$ cat src/cc_pkg.sv
// ****************************************************************
// Clock controller shared definitions
// ****************************************************************
package cc_pkg;

	// Register byte offsets
	localparam logic [7:0] OFF_PWR_CTRL = 8'h00;
	localparam logic [7:0] OFF_CLK_ENABLE = 8'h04;
	localparam logic [7:0] OFF_PLL_CTRL = 8'h08;
	localparam logic [7:0] OFF_CLK_SEL0 = 8'h0c;
	localparam logic [7:0] OFF_CLK_SEL1 = 8'h10;
	localparam logic [7:0] OFF_CLK_SEL2 = 8'h14;
	localparam logic [7:0] OFF_DIV_CTRL = 8'h18;
	localparam logic [7:0] OFF_STATUS = 8'h1c;

	// Power control fields
	localparam int POWERDOWN_ENABLE_BIT = 0;
	localparam int PWR_HXT_EN_BIT = 1;
	localparam int PWR_LXT_EN_BIT = 2;
	localparam int PWR_HIRC_EN_BIT = 3;
	localparam int PWR_LIRC_EN_BIT = 4;
	localparam logic [4:0] PWR_CTRL_RESET = 5'h18;

	// Clock select fields
	localparam int SEL_W = 3;
	localparam int SYS_SEL_LSB = 0;
	localparam int TICK_SEL_LSB = 3;
	localparam int PERIPH_SEL_STRIDE = 4;
	localparam logic [5:0] CLK_SEL0_RESET = 6'h3f;
	localparam logic [7:0] CLK_SEL12_RESET = 8'h77;

	// Divider fields
	localparam int DIV_SEL_LSB = 0;
	localparam int DIV_EN_BIT = 4;
	localparam int DIV_STAGES = 16;

	// Peripheral clock channels
	localparam int NUM_PERIPH = 4;
	localparam int NUM_MUX = NUM_PERIPH + 2;
	localparam int MUX_SYS = 0;
	localparam int MUX_TICK = 1;
	localparam logic [NUM_PERIPH-1:0] CLK_ENABLE_RESET = 4'h0;

	// Source encodings of a select field
	localparam logic [2:0] SRC_HXT = 3'h0;
	localparam logic [2:0] SRC_LXT = 3'h1;
	localparam logic [2:0] SRC_PLL = 3'h2;
	localparam logic [2:0] SRC_LIRC = 3'h3;
	localparam logic [2:0] SRC_HIRC = 3'h7;

	// Power sequencing states
	typedef enum logic [2:0] {
		PS_RUN = 3'b001,
		PS_DOWN = 3'b010,
		PS_WAKE = 3'b100
	} cc_pstate_t;

	// One bit per clock source
	typedef struct packed {
		logic hirc;
		logic lirc;
		logic pll;
		logic lxt;
		logic hxt;
	} cc_src_t;

endpackage : cc_pkg

$ cat src/cc_clock_ctrl.sv
// The register offsets and the APB interface to the registers were left to the implementer.
`timescale 1ns/1ps
`default_nettype none

module cc_clock_ctrl (
	input wire logic clk,
	input wire logic nrst,
	// APB slave
	input wire logic psel,
	input wire logic penable,
	input wire logic pwrite,
	input wire logic [7:0] paddr,
	input wire logic [31:0] pwdata,
	output logic [31:0] prdata,
	output logic pready,
	output logic pslverr,
	// Source clock levels and stable flags
	input wire cc_pkg::cc_src_t srcLevel,
	input wire cc_pkg::cc_src_t srcStable,
	// Core side
	input wire logic waitForInterruptInstr,
	input wire logic wakeIrq,
	input wire logic coreClk,
	input wire logic tickClockSourceSelect,
	// Oscillator controls
	output cc_pkg::cc_src_t srcEnable,
	output logic pllRefSelect,
	// Clock outputs
	output logic sysClk,
	output logic tickClk,
	output logic [cc_pkg::NUM_PERIPH-1:0] periphClk,
	output logic clockOutPin,
	output logic powerdownActive
);

	// ****************************************************************
	// Registers and state
	// ****************************************************************
	logic [4:0] pwrCtrl;
	logic [cc_pkg::NUM_PERIPH-1:0] clkEnable;
	logic pllCtrl;
	logic [5:0] clockSelect0;
	logic [7:0] clockSelect1;
	logic [7:0] clockSelect2;
	logic [4:0] clockDividerOutCtrl;
	cc_pkg::cc_pstate_t pstate;
	cc_pkg::cc_pstate_t next_pstate;
	logic [cc_pkg::NUM_MUX-1:0][2:0] reqSel;
	logic [cc_pkg::NUM_MUX-1:0][2:0] curSel;
	logic [cc_pkg::NUM_MUX-1:0] gateOn;
	logic [cc_pkg::NUM_MUX-1:0] allow;
	logic [cc_pkg::NUM_MUX-1:0] muxOut;
	logic [cc_pkg::DIV_STAGES-1:0] divCount;
	logic divRunning;
	logic divInPrev;
	logic wrEn;
	logic setupPhase;
	logic sysSrcStable;
	logic [31:0] next_rdata;
	logic next_err;

	// Level of one source picked by a select code; unused codes fall to the internal oscillator
	function automatic logic pickSrc(input logic [2:0] sel, input cc_pkg::cc_src_t lv);
		logic r;
		r = lv.hirc;
		case (sel)
			cc_pkg::SRC_HXT: r = lv.hxt;
			cc_pkg::SRC_LXT: r = lv.lxt;
			cc_pkg::SRC_PLL: r = lv.pll;
			cc_pkg::SRC_LIRC: r = lv.lirc;
			default: r = lv.hirc;
		endcase
		return r;
	endfunction : pickSrc

	// Low-frequency sources survive power-down
	function automatic logic isLowFreq(input logic [2:0] sel);
		return (sel == cc_pkg::SRC_LXT) || (sel == cc_pkg::SRC_LIRC);
	endfunction : isLowFreq

	// ****************************************************************
	// APB slave
	// ****************************************************************
	// Setup is a selected, not yet enabled cycle with no answer pending;
	// only the access cycle that follows it may land a write
	assign setupPhase = psel && !penable && !pready;
	assign wrEn = psel && penable && pready && pwrite;

	// Read data and decode prepared in the setup cycle
	always_comb begin
		next_rdata = 32'h0;
		next_err = 1'b0;
		case (paddr)
			cc_pkg::OFF_PWR_CTRL: next_rdata = {27'h0, pwrCtrl};
			cc_pkg::OFF_CLK_ENABLE: next_rdata = {28'h0, clkEnable};
			cc_pkg::OFF_PLL_CTRL: next_rdata = {31'h0, pllCtrl};
			cc_pkg::OFF_CLK_SEL0: next_rdata = {26'h0, clockSelect0};
			cc_pkg::OFF_CLK_SEL1: next_rdata = {24'h0, clockSelect1};
			cc_pkg::OFF_CLK_SEL2: next_rdata = {24'h0, clockSelect2};
			cc_pkg::OFF_DIV_CTRL: next_rdata = {27'h0, clockDividerOutCtrl};
			// Live state: power state, divider run flag, gates, current system source
			cc_pkg::OFF_STATUS: next_rdata = {19'h0, curSel[cc_pkg::MUX_SYS],
				gateOn, divRunning, pstate};
			default: next_err = 1'b1;
		endcase
	end

	// Zero-wait answer: pready rises in the access cycle
	always_ff @(posedge clk) begin
		if (!nrst) begin
			pready <= 1'b0;
			pslverr <= 1'b0;
			prdata <= 32'h0;
		end else begin
			pready <= setupPhase;
			pslverr <= setupPhase && next_err;
			if (setupPhase && !pwrite) begin
				prdata <= next_rdata;
			end
		end
	end

	// Register writes land at the access edge; unmapped writes are dropped
	always_ff @(posedge clk) begin
		if (!nrst) begin
			pwrCtrl <= cc_pkg::PWR_CTRL_RESET;
			clkEnable <= cc_pkg::CLK_ENABLE_RESET;
			pllCtrl <= 1'b0;
			clockSelect0 <= cc_pkg::CLK_SEL0_RESET;
			clockSelect1 <= cc_pkg::CLK_SEL12_RESET;
			clockSelect2 <= cc_pkg::CLK_SEL12_RESET;
			clockDividerOutCtrl <= 5'h0;
		end else if (wrEn) begin
			case (paddr)
				cc_pkg::OFF_PWR_CTRL: pwrCtrl <= pwdata[4:0];
				cc_pkg::OFF_CLK_ENABLE: clkEnable <= pwdata[cc_pkg::NUM_PERIPH-1:0];
				cc_pkg::OFF_PLL_CTRL: pllCtrl <= pwdata[0];
				cc_pkg::OFF_CLK_SEL0: clockSelect0 <= pwdata[5:0];
				cc_pkg::OFF_CLK_SEL1: clockSelect1 <= pwdata[7:0];
				cc_pkg::OFF_CLK_SEL2: clockSelect2 <= pwdata[7:0];
				cc_pkg::OFF_DIV_CTRL: clockDividerOutCtrl <= pwdata[4:0];
				default: ;
			endcase
		end
	end

	// ****************************************************************
	// Power-down sequencing
	// ****************************************************************
	// Stability of the source the system clock wants to run from
	always_comb begin
		case (reqSel[cc_pkg::MUX_SYS])
			cc_pkg::SRC_HXT: sysSrcStable = srcStable.hxt;
			cc_pkg::SRC_LXT: sysSrcStable = srcStable.lxt;
			cc_pkg::SRC_PLL: sysSrcStable = srcStable.pll;
			cc_pkg::SRC_LIRC: sysSrcStable = srcStable.lirc;
			default: sysSrcStable = srcStable.hirc;
		endcase
	end

	// Run, down, and wake-until-stable
	always_comb begin
		next_pstate = pstate;
		case (pstate)
			cc_pkg::PS_RUN: begin
				if (pwrCtrl[cc_pkg::POWERDOWN_ENABLE_BIT] && waitForInterruptInstr) begin
					next_pstate = cc_pkg::PS_DOWN;
				end
			end
			cc_pkg::PS_DOWN: begin
				if (wakeIrq) begin
					next_pstate = cc_pkg::PS_WAKE;
				end
			end
			cc_pkg::PS_WAKE: begin
				if (sysSrcStable) begin
					next_pstate = cc_pkg::PS_RUN;
				end
			end
			default: next_pstate = cc_pkg::PS_RUN;
		endcase
	end

	always_ff @(posedge clk) begin
		if (!nrst) begin
			pstate <= cc_pkg::PS_RUN;
		end else begin
			pstate <= next_pstate;
		end
	end

	// Oscillator enables; high-frequency ones drop while down, low ones stay as programmed
	// The PLL has no enable of its own; it stops only for power-down
	always_ff @(posedge clk) begin
		if (!nrst) begin
			srcEnable <= '0;
			pllRefSelect <= 1'b0;
			powerdownActive <= 1'b0;
		end else begin
			srcEnable.hxt <= pwrCtrl[cc_pkg::PWR_HXT_EN_BIT] && (next_pstate != cc_pkg::PS_DOWN);
			srcEnable.hirc <= pwrCtrl[cc_pkg::PWR_HIRC_EN_BIT] && (next_pstate != cc_pkg::PS_DOWN);
			srcEnable.pll <= (next_pstate != cc_pkg::PS_DOWN);
			srcEnable.lxt <= pwrCtrl[cc_pkg::PWR_LXT_EN_BIT];
			srcEnable.lirc <= pwrCtrl[cc_pkg::PWR_LIRC_EN_BIT];
			pllRefSelect <= pllCtrl;
			powerdownActive <= (next_pstate == cc_pkg::PS_DOWN);
		end
	end

	// ****************************************************************
	// Glitch-free clock multiplexers
	// ****************************************************************
	// Requested source per channel and whether the channel may run
	always_comb begin
		reqSel[cc_pkg::MUX_SYS] = clockSelect0[cc_pkg::SYS_SEL_LSB +: cc_pkg::SEL_W];
		reqSel[cc_pkg::MUX_TICK] = clockSelect0[cc_pkg::TICK_SEL_LSB +: cc_pkg::SEL_W];
		allow[cc_pkg::MUX_SYS] = (pstate == cc_pkg::PS_RUN);
		allow[cc_pkg::MUX_TICK] = (pstate == cc_pkg::PS_RUN);
		for (int p = 0; p < cc_pkg::NUM_PERIPH; p++) begin
			// Two peripherals per select register, one nibble each
			if (p < 2) begin
				reqSel[p + 2] = clockSelect1[p * cc_pkg::PERIPH_SEL_STRIDE +: cc_pkg::SEL_W];
			end else begin
				reqSel[p + 2] = clockSelect2[(p - 2) * cc_pkg::PERIPH_SEL_STRIDE +: cc_pkg::SEL_W];
			end
			allow[p + 2] = clkEnable[p] &&
				((pstate == cc_pkg::PS_RUN) || isLowFreq(curSel[p + 2]));
		end
	end

	// Each channel closes its gate only while its source is low, swaps source
	// with the gate closed, and reopens only while the new source is low;
	// costs up to a source period of dead time per switch, but never a runt pulse.
	genvar m;
	generate
		for (m = 0; m < cc_pkg::NUM_MUX; m++) begin : g_mux
			logic lvl;
			assign lvl = pickSrc(curSel[m], srcLevel);

			always_ff @(posedge clk) begin
				if (!nrst) begin
					curSel[m] <= cc_pkg::SRC_HIRC;
					gateOn[m] <= 1'b0;
					muxOut[m] <= 1'b0;
				end else begin
					if (gateOn[m]) begin
						// Close only on a low phase
						if (!lvl && (!allow[m] || reqSel[m] != curSel[m])) begin
							gateOn[m] <= 1'b0;
							muxOut[m] <= 1'b0;
						end else begin
							muxOut[m] <= lvl;
						end
					end else begin
						muxOut[m] <= 1'b0;
						if (reqSel[m] != curSel[m]) begin
							curSel[m] <= reqSel[m];
						end else if (allow[m] && !lvl) begin
							gateOn[m] <= 1'b1;
						end
					end
				end
			end
		end
	endgenerate

	// ****************************************************************
	// Clock outputs
	// ****************************************************************
	// Tick source: core clock or external tick clock, both already gated
	always_ff @(posedge clk) begin
		if (!nrst) begin
			sysClk <= 1'b0;
			tickClk <= 1'b0;
			periphClk <= '0;
		end else begin
			sysClk <= muxOut[cc_pkg::MUX_SYS];
			tickClk <= tickClockSourceSelect ? (coreClk && muxOut[cc_pkg::MUX_SYS])
				: muxOut[cc_pkg::MUX_TICK];
			periphClk <= muxOut[cc_pkg::NUM_MUX-1:2];
		end
	end

	// ****************************************************************
	// Frequency divider
	// ****************************************************************
	// Divider input is the gated system clock; each of its rising edges advances the chain while divRunning is set
	always_ff @(posedge clk) begin
		if (!nrst) begin
			divInPrev <= 1'b0;
		end else begin
			divInPrev <= muxOut[cc_pkg::MUX_SYS];
		end
	end

	// Counter bit n toggles at Fin/2^(n+1); stopping waits for the chosen bit to be low
	always_ff @(posedge clk) begin
		if (!nrst) begin
			divCount <= '0;
			divRunning <= 1'b0;
		end else begin
			if (clockDividerOutCtrl[cc_pkg::DIV_EN_BIT]) begin
				divRunning <= 1'b1;
			end else if (!divCount[clockDividerOutCtrl[3:0]]) begin
				divRunning <= 1'b0;
			end
			if (divRunning && muxOut[cc_pkg::MUX_SYS] && !divInPrev) begin
				divCount <= divCount + 16'h1;
			end
		end
	end

	// Changing the stage select while running may cut one output phase short;
	// clear the enable and let the output settle low before picking a new stage
	// Sixteen-way stage select onto the clock-out pin
	always_ff @(posedge clk) begin
		if (!nrst) begin
			clockOutPin <= 1'b0;
		end else begin
			clockOutPin <= divRunning && divCount[clockDividerOutCtrl[3:0]];
		end
	end

endmodule : cc_clock_ctrl

`default_nettype wire

$ cat config.mk
export PLATFORM = sky130hd
export DESIGN_NAME = cc_clock_ctrl
export DESIGN_NICKNAME = d
export VERILOG_FILES = /design/src/cc_pkg.sv /design/src/cc_clock_ctrl.sv
export SDC_FILE = /design/constraint.sdc
export NUM_CORES = 1
export LEC_CHECK = 0
export BUFFER_PORTS_ARGS = -buffer_cell sky130_fd_sc_hd__clkbuf_2
export CAP_MARGIN = 20
export CORE_ASPECT_RATIO = 1.1
export CORE_MARGIN = 2
export CORE_UTILIZATION = 50
export CTS_CLUSTER_SIZE = 10
export DETAILED_ROUTE_END_ITERATION = 8
export GPL_TIMING_DRIVEN = 1
export PLACE_DENSITY = 0.8
export SLEW_MARGIN = 20
export SYNTH_ARGS = -nofsm -noshare
export SYNTH_HDL_FRONTEND = slang
export SYNTH_SLANG_ARGS = --single-unit
$ cat constraint.sdc
create_clock -name clk -period 3.4 [get_ports clk]
set_input_delay 0.68 -clock clk [delete_from_list [all_inputs] [get_ports clk]]
set_output_delay 0.68 -clock clk [all_outputs]
set_load 0.01 [all_outputs]
==> results of run 1 <==
-- power groups by stage --
stage	Clock, W	Combinational [W]	Sequential (W)
6_report	0.00181	0.000149	0.00137
5_1_grt	0.00188	0.000162	0.00137
4_1_cts	0.00183	0.000147	0.00137
3_5_place_dp	0	0.000145	0.00140
3_3_place_gp	0	0.000143	0.00140
2_1_floorplan	0	0.000105	0.00140
-- layer usage --
| layer | global-route usage [%] | vias up | share of wire (%) |
|---|---|---|---|
| met1 | 26.50 | 2109 | 39 |
| met4 | 11.67 | 0 | 2.7 |
| met2 | 41.04 | 166 | 51 |
| met5 | 0 | - | 0 |
| li1 | - | 2089 | - |
| met3 | 7.227 | 30 | 6.7 |
-- logic make-up (layout without fill, tap and decap cells) --
group,count (synthesis),in the layout
flip-flops,116,116
adder cells (fa/ha/maj),1,1
buffers and inverters,51,105
multiplexers,88,88
AND/OR/NAND/NOR,204,204
other,1,19
XOR/XNOR,23,23
AO/OA/AOI/OAI,71,71
-- worst max path at each step --
stage                         from               to  slack [ns]  cells past startpoint
after floorplan           paddr[4]  clockSelect2[0]        1.19                      6
after global routing      paddr[3]  clockSelect2[0]        1.06                      5
final                     paddr[3]  clockSelect2[5]        1.17                      5
after CTS                   pready  clockSelect0[0]        1.19                      4
after global placement    paddr[3]  clockSelect2[2]        0.80                      5
after detailed placement  paddr[3]  clockSelect2[4]        0.78                      5
-- cell usage after synthesis (all sizes together), types with 3 or more instances --
cell	number
clkbuf	18
xnor2	8
or3	4
mux4	9
nand3	13
nor4b	4
and2	14
a31oi	6
or4b	4
and3	8
inv	3
a41o	3
nand2b	8
o32ai	4
nor2	43
nor2b	4
mux2	6
a22oi	7
nand2	62
mux2i	73
nor3b	3
nor3	5
nor4	10
a21oi	21
buf	30
o21ai	10
xor2	15
o31ai	4
dfxtp	116
nand4	9
-- critical path, stage by stage --
cell and delay [ns]:
clkbuf_2 0.27, or4b_1 0.65, nor3_4 0.55, mux2i_1 0.25, nand2_1 0.08
-- layout make-up --
class	instances	area [um^2]
Clock buffer	17	425.4
Clock inverter	14	177.7
Fill cell	887	4119
Inverter	3	11.26
Multi-Input combinational cell	406	2882
Sequential cell	116	2322
Tap cell	143	178.9
Timing Repair Buffer	71	375.4
-- sequential cells by signal, summed over array words and instances, names as in the netlist, 6 cells and up --
register	count
prdata	13
clockSelect2	8
curSel	18
clockSelect1	8
divCount	16
gateOn	6
muxOut	6
clockSelect0	6
-- stage by stage --
step / area, um^2 / util, %
4_1_cts: 6372 / 60.74
3_3_place_gp: 5769 / 54.99
6_report: 6372 / 60.74
3_5_place_dp: 5769 / 54.99
2_1_floorplan: 5488 / -
5_1_grt: 6372 / 60.74
-- layout by cell type, fill, tap and decap left out, types with 3 or more instances in the layout --
| cell | count |
|---|---|
| xor2_1 | 15 |
| mux2i_1 | 73 |
| nor4b_1 | 3 |
| inv_6 | 4 |
| buf_4 | 8 |
| nand3_1 | 13 |
| a41o_1 | 3 |
| xnor2_1 | 8 |
| nand2_1 | 62 |
| a21oi_1 | 21 |
| nor4_1 | 7 |
| a22oi_1 | 7 |
| mux2_2 | 6 |
| clkinv_4 | 4 |
| clkbuf_2 | 63 |
| nor3b_1 | 3 |
| bufinv_16 | 3 |
| or3_1 | 4 |
| and2_1 | 14 |
| nor3_1 | 3 |
| mux4_2 | 9 |
| nor2b_1 | 4 |
| nor2_1 | 43 |
| o31ai_1 | 4 |
| conb_1 | 19 |
| inv_1 | 3 |
| nand2b_1 | 8 |
| clkbuf_16 | 17 |
| dfxtp_1 | 116 |
| o32ai_1 | 4 |
| or4b_1 | 3 |
| a31oi_1 | 6 |
| o21ai_0 | 10 |
| and3_1 | 8 |
| nand4_1 | 9 |
==> results.toml, run 1 <==
[power]
clockPowerShare_pct = 54.4
p_leak_nw = 2.478
peakVddDrop_mv = 0.4514
p_sw_share_pct = 22.63
p_sw_w = 0.0007542
p_int_w = 0.002578
p_comb_share_pct = 4.5
power_density_nw_per_um2 = 522.9
power_frac_seq_pct = 41.2
finalPower_w = 0.003332

[logic_synthesis]
yosysSeqAreaShare_pct = 42.84
synth.area.mux_share_pct = 18.47
yosysTopAreaCell = "dfxtp_1"
synth_top_area_share_pct = 42.84
ys.flop_type = "dfxtp_1"
async_flop_share_pct = 0
avgSynthCellArea_um2 = 9.766
synth_edf_count = 0
netlist_instances = 555
ys_ff_latch = 116
yosysUniqueCellTypes = 59
synthSimpleGateAreaFrac_pct = 20.66
netlist_area_um2 = 5420
synth_top_family_by_area = "simple AND/OR/NAND/NOR gates"
yosys_warnings = 0
synthTopCellsByArea = "dfxtp_1 43%, mux2i_1 13%, nand2_1 4.3%"
synthAdderAreaFrac_pct = 0.2308
synth_xor_area_share_pct = 3.717
synth-compound-area-share_pct = 8.772

[floorplanning]
io_pins = 107
dieArea_um2 = 11690
rows = 39
die-width_um = 103.3
die_h_um = 113.2
start_util_pct = 51.66
core_area_um2 = 10490

[outcome]
status = "complete, no violations"

[cells_and_area]
area.growth.synth_to_final_pct = 17.57
final_nets = 675
n_antenna_cell = 0
drive_above_1_share_pct = 20.26
stdcell_count = 770

[run]
cap_violations = 0

[place]
place_hpwl_um = 9455
gp_congestion = 0.8590
io_buffers = 63
dp_cells = 739
place_ws_ns = 0.7802

[route]
first_iter_violations = 297
drt-wirelength-per-cell_um = 17.42
postRouteAntennaNets = 0
post-route-drc-count = 0
vias = 4394
vias_per_cell = 5.706
dr.pass1.iters = 5
totalWireLength_um = 13410

[timing]
finalCritPeriodShare_pct = 65.53
worst_slack_ns = 1.172
setup_viol = 0
hold_viol = 0
relSlewSlack_pct = 55.29
drv_slew = 0
post-route-min-period_ns = 2.228
rsz0062_at_grt = "no"
finalSetupTns_ns = 0
max_freq_mhz = 448.8
worst_clock_skew_ns = 0.007137
worst_pin_slew_ns = 0.6656
hold_slack_ns = 0.4310

[clocking]
cts_tree = "yes"
cts.sinks = 116
cts-htree-levels = 4
post-cts-setup-buffers = 0
clock_latency_ns = 0.41
cts_root_buffer = "clkbuf_16"
holdBufCountCts = 0
clk_pin_slew_ns = 0.06
cts_resized = 0
cts_buffers = 17
clock_path_buffers = 2

[hold_path]
hp-class = "reg -> reg"
whs_path_depth = 1
whs_endpoint = "periphClk[2]"
hp-start = "muxOut[4]"

[grt]
overflow = 0
grt_max_degree = 65
grt_antenna_before_repair = 0
grt_pass1_vias = 4477
grt.total_usage_pct = 23.90
grt_pass1_wl_um = 21530

[setup_path]
worstReg2RegEnd = "clockSelect0[0]"
crit_fanout = 21
startpoint_type = "input port"
arrival_ns = 2.49
endpoint_kind = "register"
reg2reg_depth = 4
critical_path_class = "in -> reg"
rr_startpoint = "pready"
required_ns = 3.66
r2r_slack_ns = 1.20
Power figures use the tool's default switching activity.
==> inputs of run 2 (changes only) <==
clock period = 2.25 ns   (was 3.4 ns; I/O delays follow)
==> run 2 against run 1 <==
Effect of this change: clock power rose by 48%; register-to-register slack got worse by 0.78 ns; clock-buffer cell count up 5; hold slack lost 0.16 ns; total power is 49% higher; critical endpoint is now pllCtrl.
==> results.toml, run 2 (synthesized netlist as in run 1, its figures left out) <==
[route]
first_iter_violations = 270
drt-wirelength-per-cell_um = 16.94
post-route-drc-count = 0
postRouteAntennaNets = 0
totalWireLength_um = 13300
vias_per_cell = 5.685
vias = 4463
dr.pass1.iters = 4

[floorplanning]
core_area_um2 = 10490
die_h_um = 113.2
start_util_pct = 51.66
dieArea_um2 = 11690
io_pins = 107
die-width_um = 103.3
rows = 39

[cells_and_area]
largest_register_ffs = 18
seq_area_um2 = 2322
area.growth.synth_to_final_pct = 19.55
drive_above_1_share_pct = 21.37
nFillCells = 862
layout_commonest_cell = "dfxtp_1"
stdcell_count = 785
stdcell_area_um2 = 6480
final_nets = 688
max_flop_register = "curSel"
reg_top3 = "curSel (18), divCount (16), prdata (13)"
multiInputGateArea_um2 = 2882
final_cell_mix = "116 x dfxtp_1, 73 x mux2i_1, 63 x clkbuf_2"

[clocking]
cts.sinks = 116
cts-htree-levels = 4
clock_path_buffers = 2
holdBufCountCts = 0
cts_resized = 0
clk_pin_slew_ns = 0.05
cts_tree = "yes"
cts_buffers = 17
clock_latency_ns = 0.41
cts_root_buffer = "clkbuf_16"
post-cts-setup-buffers = 0

[setup_path]
critical_path_class = "in -> reg"
reg2reg_depth = 4
r2r_slack_ns = 0.42
arrival_ns = 2.21
endpoint_kind = "register"
cp-endpoint = "pllCtrl"
crit_slowest_cell = "or4b_2"
worstReg2RegEnd = "divCount[15]"
crit_fanout = 8
startpoint_type = "input port"
required_ns = 2.55
worstPathCellList = "clkbuf_2 > or4b_2 > nor4_1 > buf_4 > mux2i_1 > nor2_1"
rr_startpoint = "muxOut[0]"
critPathMaxStageDelay_ns = 0.74
critPathLaunch = "paddr[1]"

[grt]
grt_antenna_before_repair = 1
grt_max_degree = 49
grt.total_usage_pct = 24.04
grt_pass1_wl_um = 21380
overflow = 0
grt_pass1_vias = 4336

[power]
peakVddDrop_mv = 0.4029
power_density_nw_per_um2 = 768.6
finalPower_w = 0.004981
p_leak_nw = 2.542

[place]
io_buffers = 63
dp_cells = 752
gp_congestion = 0.8961
place_hpwl_um = 9477
placed_cell_area_um2 = 5892

[timing]
max_freq_mhz = 524.1
finalCritPeriodShare_pct = 84.80
worst_pin_slew_ns = 0.5456
worst_clock_skew_ns = 0.009786
post-route-min-period_ns = 1.908
setup_viol = 0
relSlewSlack_pct = 63.57
finalSetupTns_ns = 0
drv_slew = 0
rsz0062_at_grt = "no"
hold_viol = 0

[hold_path]
hp-class = "in -> reg"

[run]
cap_violations = 0

[outcome]
status = "complete, no violations"
[run 2: changes by cell type in the layout (fill, tap and decap cells not counted)]
cell / before / now
clkbuf_1: 0 / 4
diode_2: 0 / 1
clkbuf_8: 0 / 1
buf_12: 0 / 2
buf_4: 8 / 19
clkinv_4: 4 / 1
clkinv_2: 2 / 5
inv_6: 4 / 0
[run 2: critical path, delay by kind of cell]
family / cells / cell delay (ns)
multiplexers: 1 / 0.18
AND/OR/NAND/NOR: 3 / 1.24
buffers and inverters: 2 / 0.34
[run 2: how the worst min path moves through the flow]
| stage | start | to | slack [ns] | depth (start not counted) |
|---|---|---|---|---|
| finish | penable | pready | 0.27 | 2 |
| global route | penable | pready | 0.28 | 2 |
| CTS | penable | pready | 0.25 | 2 |
| detailed placement | muxOut[4] | periphClk[2] | 0.42 | 1 |
| global placement | muxOut[3] | periphClk[1] | 0.42 | 1 |
| floorplan | muxOut[2] | periphClk[0] | 0.41 | 1 |
[run 2: per-stage QoR]
step	utilization, %	setup WS, ns	hold WS (ns)
after floorplan	-	0.2683	0.4119
after global placement	56.16	0.03619	0.4241
after detailed placement	56.16	0.02167	0.4226
after CTS	61.74	0.4145	0.2524
after global routing	61.77	0.2926	0.2824
final	61.77	0.3420	0.2721
[run 2: per-layer routing]
| metal | wire, um | GRT usage [%] | vias to the layer above |
|---|---|---|---|
| met5 | 0 | 0 | - |
| met4 | 451 | 10.96 | 0 |
| met3 | 658 | 6.918 | 39 |
| met2 | 6799 | 40.39 | 126 |
| met1 | 5388 | 28.00 | 2190 |
| li1 | - | - | 2108 |
[run 2: cell type report]
type | count | share of cell area [%]
Antenna cell | 1 | 0.03862
Clock inverter | 10 | 2.027
Multi-Input combinational cell | 406 | 44.47
Tap cell | 143 | 2.761
Timing Repair Buffer | 84 | 7.685
Sequential cell | 116 | 35.84
Clock buffer | 22 | 7.009
Inverter | 3 | 0.1738
[run 2: power breakdown]
part	internal, W	switching [W]	leakage (nW)	total (W)
clock network	0.00176	0.000911	0.288	0.00267
logic	0.0000916	0.000143	1.32	0.000235
registers	0.00207	0.00000922	0.938	0.00208
total	0.00392	0.00106	2.54	0.00498
==> inputs of run 3 (changes only) <==
clock period = 1.9 ns   (was 2.25 ns; I/O delays follow)
==> run 3 against run 2 <==
Effect of this change: via count fell by 0.92%; sequential share of layout area down 0.22 points; clock power rose by 11%; critical path depth is 2 lower; clock skew down 0.00063 ns; die area is the same; global-route usage fell by 0.21 points; clock-buffer cell count down 3; register-to-register slack worse by 0.26 ns; design area rose by 0.62%; largest cell class unchanged; highest routed layer unchanged.
==> results.toml, run 3 (synthesized netlist as in run 1, its figures left out) <==
[power]
power_density_nw_per_um2 = 876.1
p_leak_nw = 2.549
peakVddDrop_mv = 0.6155

[route]
totalWireLength_um = 13300
dr.pass1.iters = 5
post-route-drc-count = 0
first_iter_violations = 219
vias = 4422
postRouteAntennaNets = 0
drt-wirelength-per-cell_um = 16.81
vias_per_cell = 5.590

[cells_and_area]
stdcell_count = 791
drive_above_1_share_pct = 22.84
layout_commonest_cell = "dfxtp_1"
final_nets = 695
n_antenna_cell = 0
area.growth.synth_to_final_pct = 20.29
max_flop_register = "curSel"
stdcell_area_um2 = 6520
final_cell_mix = "116 x dfxtp_1, 73 x mux2i_1, 63 x clkbuf_2"
largest_register_ffs = 18
reg_top3 = "curSel (18), divCount (16), prdata (13)"

[floorplanning]
rows = 39
io_pins = 107
dieArea_um2 = 11690
start_util_pct = 51.66
die-width_um = 103.3
core_area_um2 = 10490
die_h_um = 113.2

[timing]
drv_slew = 0
finalSetupTns_ns = 0
finalCritPeriodShare_pct = 91.33
relSlewSlack_pct = 65.67
post-route-min-period_ns = 1.735
setup_viol = 0
worst_pin_slew_ns = 0.5142
rsz0062_at_grt = "no"
worst_clock_skew_ns = 0.009155
max_freq_mhz = 576.3
hold_viol = 0

[setup_path]
crit_fanout = 8
critical_path_class = "reg -> reg"
endpoint_kind = "register"
required_ns = 2.25
startpoint_type = "register"
arrival_ns = 2.08

[place]
gp_congestion = 0.8516
place_hpwl_um = 9582
placed_cell_area_um2 = 5957
dp_cells = 759
io_buffers = 63

[clocking]
post-cts-setup-buffers = 0
clk_pin_slew_ns = 0.05
cts-htree-levels = 4
holdBufCountCts = 0
cts_tree = "yes"
clock_path_buffers = 2
cts_root_buffer = "clkbuf_16"
clock_latency_ns = 0.42
cts_buffers = 17
cts.sinks = 116
cts_resized = 0

[grt]
grt_antenna_before_repair = 0
overflow = 0
grt_pass1_vias = 4271
grt_pass1_wl_um = 21200
grt_max_degree = 65
grt.total_usage_pct = 23.83

[run]
cap_violations = 0

[hold_path]
hp-class = "in -> reg"

[outcome]
status = "complete, no violations"
==> run 3: cell count changes in the layout (fill, tap and decap cells not counted), sizes merged <==
cell      delta
buf          +7
diode        -1
bufinv       -2
clkinv       -2
clkinvlp     +7
clkbuf       -3
==> run 3: worst paths after layout <==
check | cells after the start | slack, ns | end | start
min | 2 | 0.18 | pready | penable
max | 4 | 0.16 | divCount[13] | divCount[3]
min reg2reg | 1 | 0.43 | periphClk[3] | muxOut[5]
max reg2reg | 4 | 0.16 | divCount[13] | divCount[3]
==> run 3: metrics by stage <==
stage / worst slack [ns] / hold slack, ns / total power (W) / util, %
after floorplan: 0.005073 / 0.4119 / 0.002696 / -
after global placement: -0.1107 / 0.4244 / 0.002783 / 56.78
after detailed placement: -0.1550 / 0.4272 / 0.002789 / 56.78
after CTS: 0.1902 / 0.1733 / 0.005747 / 62.15
after global routing: 0.04767 / 0.1997 / 0.005886 / 62.15
final: 0.1647 / 0.1812 / 0.005712 / 62.15
==> run 3: worst max-delay path, stage by stage, from the launching register on <==
cell     delay (ns)
dfxtp_1        0.40
and4_1         0.31
nand3_1        0.26
or4_1          0.55
a21oi_1        0.15
==> run 3: where the power goes <==
group | switching [W] | leakage [nW] | internal (W) | total [W]
Combinational | 0.000170 | 1.36 | 0.000115 | 0.000285
Clock | 0.00112 | 0.255 | 0.00185 | 0.00297
Sequential | 0.0000102 | 0.938 | 0.00245 | 0.00246
Total | 0.00130 | 2.55 | 0.00441 | 0.00571
==> run 3: final cells by class <==
class / instances / area, um^2
fillers: 857 / 3971
inverters: 3 / 11.26
well taps: 143 / 178.9
clock inverters: 13 / 110.1
multi-input cells: 406 / 2882
clock buffers: 19 / 452.9
flip-flops and latches: 116 / 2322
repair buffers: 91 / 563.0
==> run 3: per-layer routing <==
metal / track usage, % / vias up / routed length [um]
li1: - / 2121 / -
met1: 27.99 / 2127 / 5336
met2: 40.52 / 148 / 6955
met3: 5.930 / 26 / 716
met4: 10.70 / 0 / 291
met5: 0 / - / 0
